### src/include/jbtu_consts.svh
// Purpose: constants for the jump and branch target unit
// Assumes: 32-bit instructions at byte addresses, four bytes apart
// Notes:   reset pc value is a plain default
`ifndef JBTU_CONSTS_SVH
`define JBTU_CONSTS_SVH

`define JBTU_RESET_PC     32'h0000_0000
`define JBTU_INSN_BYTES   32'h0000_0004
`define JBTU_LINK_REG     5'h1f
`define JBTU_TGT_W        26
`define JBTU_OFS_W        16
`define JBTU_PC_HI_W      4

`endif

### src/include/jbtu_pkg.sv
// Purpose: types for the jump and branch target unit
// Assumes: decoder classifies control transfers
// Notes:   none
`default_nettype none
package jbtu_pkg;

  typedef enum logic [2:0] {
    JBTU_OP_NONE,
    JBTU_OP_JUMP,
    JBTU_OP_JUMP_CALL,
    JBTU_OP_JREG,
    JBTU_OP_JREG_CALL,
    JBTU_OP_BRANCH,
    JBTU_OP_BRANCH_LIKELY
  } jbtu_op_t;

  typedef struct packed {
    logic        valid;
    jbtu_op_t    op;
    logic        cond;
    logic [25:0] target;
    logic [15:0] offset;
    logic [31:0] src_value;
    logic [4:0]  dest_reg;
    logic        link_branch;
  } jbtu_req_t;

  typedef struct packed {
    logic        we;
    logic [4:0]  addr;
    logic [31:0] data;
  } jbtu_link_t;

  typedef enum logic [1:0] {
    JBTU_SEQ,
    JBTU_SLOT
  } jbtu_state_t;

  typedef struct packed {
    jbtu_state_t state;
    logic [31:0] pc;
    logic [31:0] redirect;
    logic        redirect_pend;
    logic        annul;
    jbtu_link_t  link;
  } jbtu_regs_t;

endpackage
`default_nettype wire

### src/hw/jbtu_top.sv
// Purpose: next-address logic for jumps and branches with one delay slot
// Assumes: one instruction presented per cycle, req.valid marks a
//          control-transfer instruction whose slot is the next one
// Notes:   no stall input; fetch consumes fetch_pc every cycle
//
// Contract
// - each jump or branch delays one cycle; delay slot runs meanwhile
// - absolute jump target is pc top four bits, target field shifted two
// - upper target bits come from the delay-slot address
// - absolute call writes address after delay slot into link register
// - register jump goes to full 32-bit source register value
// - register call jumps, writes after-slot address to destination register
// - branch target is sign-extended shifted offset plus delay-slot address
// - untaken likely branch annuls its delay-slot instruction
// - jumps always execute their delay-slot instruction
`include "jbtu_consts.svh"
`default_nettype none
module jbtu_top
  import jbtu_pkg::*;
(
  input  wire logic       clk_sys,
  input  wire logic       reset,
  input  wire jbtu_req_t  req,
  output logic [31:0]     fetch_pc,
  output logic            slot_annul,
  output jbtu_link_t      link_wr
);

  // ----------------------------------------------------------------
  // state
  // ----------------------------------------------------------------
  jbtu_regs_t r_q;
  jbtu_regs_t r_d;

  logic [31:0] slot_pc;
  logic [31:0] abs_target;
  logic [31:0] rel_target;
  logic [31:0] reg_target;
  logic [31:0] return_addr;
  logic        taken;
  logic [31:0] dest;

  // the transfer sits at fetch_pc now, so its delay slot is the next word;
  // targets and link values must be formed from that slot address
  assign slot_pc = r_q.pc + `JBTU_INSN_BYTES;

  jbtu_target_calc u_calc (
    .slot_pc     (slot_pc),
    .target      (req.target),
    .offset      (req.offset),
    .src_value   (req.src_value),
    .abs_target  (abs_target),
    .rel_target  (rel_target),
    .reg_target  (reg_target),
    .return_addr (return_addr)
  );

  // ----------------------------------------------------------------
  // next state
  // ----------------------------------------------------------------
  always_comb begin
    r_d = r_q;
    taken = 1'b0;
    dest = abs_target;
    r_d.link = '0;
    r_d.annul = 1'b0;
    r_d.redirect_pend = 1'b0;
    case (req.op)
      JBTU_OP_JUMP, JBTU_OP_JUMP_CALL: begin
        taken = 1'b1;
        dest = abs_target;
      end
      JBTU_OP_JREG, JBTU_OP_JREG_CALL: begin
        taken = 1'b1;
        dest = reg_target;
      end
      JBTU_OP_BRANCH, JBTU_OP_BRANCH_LIKELY: begin
        taken = req.cond;
        dest = rel_target;
      end
      default: begin
        taken = 1'b0;
      end
    endcase
    // an instruction presented while in the slot is the slot itself;
    // a transfer there is not honoured, the sequence is undefined anyway
    if (req.valid && r_q.state == JBTU_SEQ) begin
      r_d.state = JBTU_SLOT;
      if (req.op == JBTU_OP_JUMP_CALL) begin
        r_d.link.we = 1'b1;
        r_d.link.addr = `JBTU_LINK_REG;
        r_d.link.data = return_addr;
      end else if (req.op == JBTU_OP_JREG_CALL) begin
        r_d.link.we = 1'b1;
        r_d.link.addr = req.dest_reg;
        r_d.link.data = return_addr;
      end else if (req.link_branch && (req.op == JBTU_OP_BRANCH ||
                                      req.op == JBTU_OP_BRANCH_LIKELY)) begin
        r_d.link.we = 1'b1;
        r_d.link.addr = `JBTU_LINK_REG;
        r_d.link.data = return_addr;
      end
      // jumps never annul; only untaken likely branches do
      r_d.annul = (req.op == JBTU_OP_BRANCH_LIKELY) && !req.cond;
      r_d.redirect_pend = taken;
      r_d.redirect = dest;
      r_d.pc = r_q.pc + `JBTU_INSN_BYTES;
    end else if (r_q.state == JBTU_SLOT) begin
      r_d.state = JBTU_SEQ;
      if (r_q.redirect_pend) begin
        r_d.pc = r_q.redirect;
      end else begin
        r_d.pc = r_q.pc + `JBTU_INSN_BYTES;
      end
    end else begin
      r_d.pc = r_q.pc + `JBTU_INSN_BYTES;
    end
  end

  // ----------------------------------------------------------------
  // registers
  // ----------------------------------------------------------------
  always_ff @(posedge clk_sys or posedge reset) begin
    if (reset) begin
      r_q <= '{state: JBTU_SEQ, pc: `JBTU_RESET_PC, redirect: 32'h0000_0000,
               redirect_pend: 1'b0, annul: 1'b0, link: '0};
    end else begin
      r_q <= r_d;
    end
  end

  // ----------------------------------------------------------------
  // outputs
  // ----------------------------------------------------------------
  assign fetch_pc   = r_q.pc;
  assign slot_annul = r_q.annul;
  assign link_wr    = r_q.link;

endmodule
`default_nettype wire

### src/hw/jbtu_target_calc.sv
// Purpose: combinational target and link address formation
// Assumes: slot_pc is the delay-slot address
// Notes:   pure logic, no state
`include "jbtu_consts.svh"
`default_nettype none
module jbtu_target_calc
  import jbtu_pkg::*;
(
  input  wire logic [31:0] slot_pc,
  input  wire logic [25:0] target,
  input  wire logic [15:0] offset,
  input  wire logic [31:0] src_value,
  output logic      [31:0] abs_target,
  output logic      [31:0] rel_target,
  output logic      [31:0] reg_target,
  output logic      [31:0] return_addr
);

  // upper bits come from the slot pc, so a jump in the last word of a
  // region lands in the next region
  assign abs_target  = {slot_pc[31:28], target, 2'b00};
  assign rel_target  = slot_pc + {{14{offset[15]}}, offset, 2'b00};
  assign reg_target  = src_value;
  assign return_addr = slot_pc + `JBTU_INSN_BYTES;

endmodule
`default_nettype wire

### config.mk
export PLATFORM = sky130hd
export DESIGN_NAME = jbtu_top
export DESIGN_NICKNAME = d
export VERILOG_FILES = /design/src/include/jbtu_pkg.sv /design/src/hw/jbtu_top.sv /design/src/hw/jbtu_target_calc.sv
export VERILOG_INCLUDE_DIRS = /design/src /design/src/include
export SDC_FILE = /design/constraint.sdc
export NUM_CORES = 1
export LEC_CHECK = 0
export ABC_AREA = 1
export BUFFER_PORTS_ARGS = -buffer_cell sky130_fd_sc_hd__buf_2
export CORE_MARGIN = 5
export CORE_UTILIZATION = 40
export DETAILED_ROUTE_END_ITERATION = 7
export GPL_TIMING_DRIVEN = 0
export SKIP_CTS_REPAIR_TIMING = 1
export SYNTH_ARGS = -nofsm -noshare
export SYNTH_HDL_FRONTEND = slang
export SYNTH_SLANG_ARGS = --single-unit
### constraint.sdc
create_clock -name clk_sys -period 3.32 [get_ports clk_sys]
set_clock_uncertainty 0.15 [all_clocks]
set_input_delay 0.664 -clock clk_sys [delete_from_list [all_inputs] [get_ports clk_sys]]
set_output_delay 0.664 -clock clk_sys [all_outputs]
set_load 0.03 [all_outputs]
==> flow_summary_export.csv <==
group,metric,value,unit
critical_path,path_cells,"ha_4, nand2_2, nor2_4, nand2_1, nand2_1, nand2_1, inv_2, ha_1, nand2_1, o21ai_1, a21oi_1, o21ai_2, nand3_1, nand3b_1, nand3_1, a21oi_1",
yosys,synth_area,8290,um2
die,core,20300,um2
sta,fin_crit_sh,96.3,%
drt,wl_per_cell,17.4,um
finish,area_delta_synth_final,23.2,%
global_routing,top_usage_layer,"met2",
sta,hold_viol,0,
critical_path,critPathArrivalTime,3330,ps
global_routing,met3_usage,3.20,%
sta,rsz0062_at_grt,"true",
drt,via_per_inst,5.06,
critical_path,crit_family,"simple AND/OR/NAND/NOR gates",
yosys,ys_seq_area_share,31.7,%
finish,drive_gt1_share,29.8,%
run_status,status,"finished, final reports clean",
placed_design,gp_congestion,0.989,
sta,min_period,3200,ps
finish,fin_area,10200,um2
critical_path,critPathRequiredTime,3460,ps
clock_network,cts.clk_slew.worst_paths,70,ps
critical_path,crit_type,"reg2reg",
yosys,synthFlopType,"dfrtp_1",
die,rows,52,
clock_network,root_buffer,"clkbuf_16",
clock_network,htreeDepth,3,
sta,slew_headroom,55.3,%
power,p_total,6.96,mW
die,floorplan.initialDensity,40.8,%
drt,drt_iter0_markers,609,
drt,vias,8481,
clock_network,clock-sinks,105,
die,dieArea,23700,um2
yosys,synthCells,1215,
yosys,synth-async-reset-ratio,100,%
global_routing,use_met1,34.2,%
placed_design,placed_cell_area,9480,um2
die,num_io_pins,158,
finish,antennaDiodeCount,0,
power,p_leak,5.11,nW
finish,fin_util,50.3,%
critical_path,cp_slowest_cell,"dfrtp_2",
hold_path,hp-class,"in2async",
yosys,avgSynthCellArea,6.82,um2
drt,dr.pass1.iters,5,
drt,routed_wl,29.2,mm
critical_path,critPathLaunchType,"flop",
critical_path,cp_slowest_stage_delay,460,ps
run,maxCapViolCount,0,
drt,drtAntennaViolNets,0,
finish,nets,1523,
yosys,ys_ff_latch,105,
critical_path,cp.buffers_inverters,1,
die,die_y,154,um
critical_path,end_kind,"flop",
critical_path,cp_common_cell,"nand2_1",
critical_path,startpoint,"fetch_pc[3]",
clock_network,cts_buffer_depth,2,
die,die_w,154,um
sta,max_freq,313,MHz
yosys,synth_edf_count,0,
global_routing,grt_pass1_wl,44.3,mm
sta,finalSetupViolCount,0,
global_routing,antenna_found_initial,0,
finish,fill_cells,2127,
yosys,ys_warn_count,0,
drt,drc,0,
global_routing,met2_usage,37.9,%
power,powerDensity,681,nW/um2
critical_path,reg2reg_from,"fetch_pc[3]",
placed_design,port_buffers,157,
global_routing,grt-ovfl-total,0,
power,max-vdd-ir-drop,0.278,mV
placed_design,dp_hpwl,24.0,mm
yosys,ys_types,41,
global_routing,gr-usage-all-layers,23.9,%
critical_path,critical_path.max_fanout,5,
global_routing,grt_max_degree,36,
sta,worstMarginPinSlew,671,ps
global_routing,grt_pass1_vias,7939,
clock_network,numCtsBuffers,9,
clock_network,worstSkewPairLatency,360,ps
sta,drv_slew,0,
clock_network,cts_tree,"done",
yosys,syn_nets,1337,
[stage by stage]
step | hold slack [ps] | setup WS, ps | TNS, ps | cells
2_1_floorplan | 303 | 572 | 0 | 1215
3_3_place_gp | 320 | -365 | -3110 | 1642
3_5_place_dp | 330 | -387 | -3230 | 1645
4_1_cts | 247 | -405 | -3480 | 1661
5_1_grt | 270 | -45.1 | -212 | 1676
6_report | 238 | 123 | 0 | 1676
[where the power goes]
part           internal (mW)  total [mW]  switching [mW]  leakage, nW
clock network          0.592        1.10           0.508        0.151
logic                   1.35        4.00            2.65         3.67
registers               1.55        1.86           0.311         1.29
total                   3.49        6.96            3.47         5.11
[layer usage]
layer	vias to the layer above	wire length [um]
li1	4248	-
met1	3949	13700
met2	246	13300
met3	38	1590
met4	0	631
met5	-	0
[state kept, by name, summed over array words and instances (netlist names)]
register / cells
link_wr: 38
r_q: 34
fetch_pc: 32
slot_annul: 1
[cell usage after synthesis (all sizes together), types with 3 or more instances]
| master | number | area share, % |
|---|---|---|
| inv | 147 | 6.7 |
| a31oi | 5 | 0.38 |
| a41oi | 4 | 0.42 |
| nand3 | 72 | 5.1 |
| xor2 | 3 | 0.32 |
| o211ai | 6 | 0.54 |
| dfrtp | 105 | 32 |
| a21oi | 88 | 5.4 |
| o21bai | 11 | 1.0 |
| nor2 | 184 | 10 |
| o21ai | 74 | 4.5 |
| a211oi | 3 | 0.27 |
| clkbuf | 18 | 0.82 |
| nand4 | 10 | 0.75 |
| buf | 74 | 6.6 |
| nor3 | 15 | 0.91 |
| nand2 | 326 | 16 |
| ha | 34 | 5.1 |
| a221oi | 22 | 2.3 |
[area by class of cell]
type                       instances  area, um2  area share, %
multi-input combinational        871       4790           46.9
sequential                       105       2640           25.9
timing repair buffer             175        966           9.46
buffer                            92        613           6.00
inverter                         147        558           5.46
tap                              270        338           3.31
clock buffer                       9        225           2.21
clock inverter                     7       75.1          0.735
[final timing paths]
| check | slack, ps | cells after the start | endpoint |
|---|---|---|---|
| min | 240 | 2 | link_wr[5] |
| max | 120 | 16 | r_q[63] |
| min in group clk_sys | 320 | 2 | slot_annul |
| min reg2reg | 340 | 2 | fetch_pc[19] |
| max in group asynchronous | 2180 | 3 | fetch_pc[16] |
| max reg2reg | 120 | 16 | r_q[63] |
[worst register-to-register path, stage by stage (launching register included)]
cell and delay (ps):
dfrtp_2 460, ha_4 190, nand2_2 120, nor2_4 70, nand2_1 130, nand2_1 70
nand2_1 170, inv_2 110, ha_1 390, nand2_1 140, o21ai_1 290, a21oi_1 130
o21ai_2 150, nand3_1 160, nand3b_1 120, nand3_1 110, a21oi_1 160
[layout by cell type (no fill, tap or decap), drive strengths merged, types with 4 or more instances in the layout]
cell	n
nand2	326
buf	249
nor2	184
inv	149
dfrtp	105
a21oi	88
o21ai	74
nand3	72
ha	34
clkbuf	27
a221oi	22
nor3	15
o21bai	11
nand4	10
o211ai	6
a31oi	5
a41oi	4
[cell families (layout without fill, tap and decap cells)]
logic type | Yosys count | in the layout | share of synthesized area, %
AND/OR/NAND/NOR | 614 | 614 | 33.1
AO/OA/AOI/OAI | 218 | 218 | 15.3
XOR/XNOR | 4 | 4 | 0.423
buffers and inverters | 239 | 430 | 14.1
flip-flops | 105 | 105 | 31.7
adder cells (fa/ha/maj) | 35 | 35 | 5.37
Note: power is estimated with default switching activity, not from simulation.
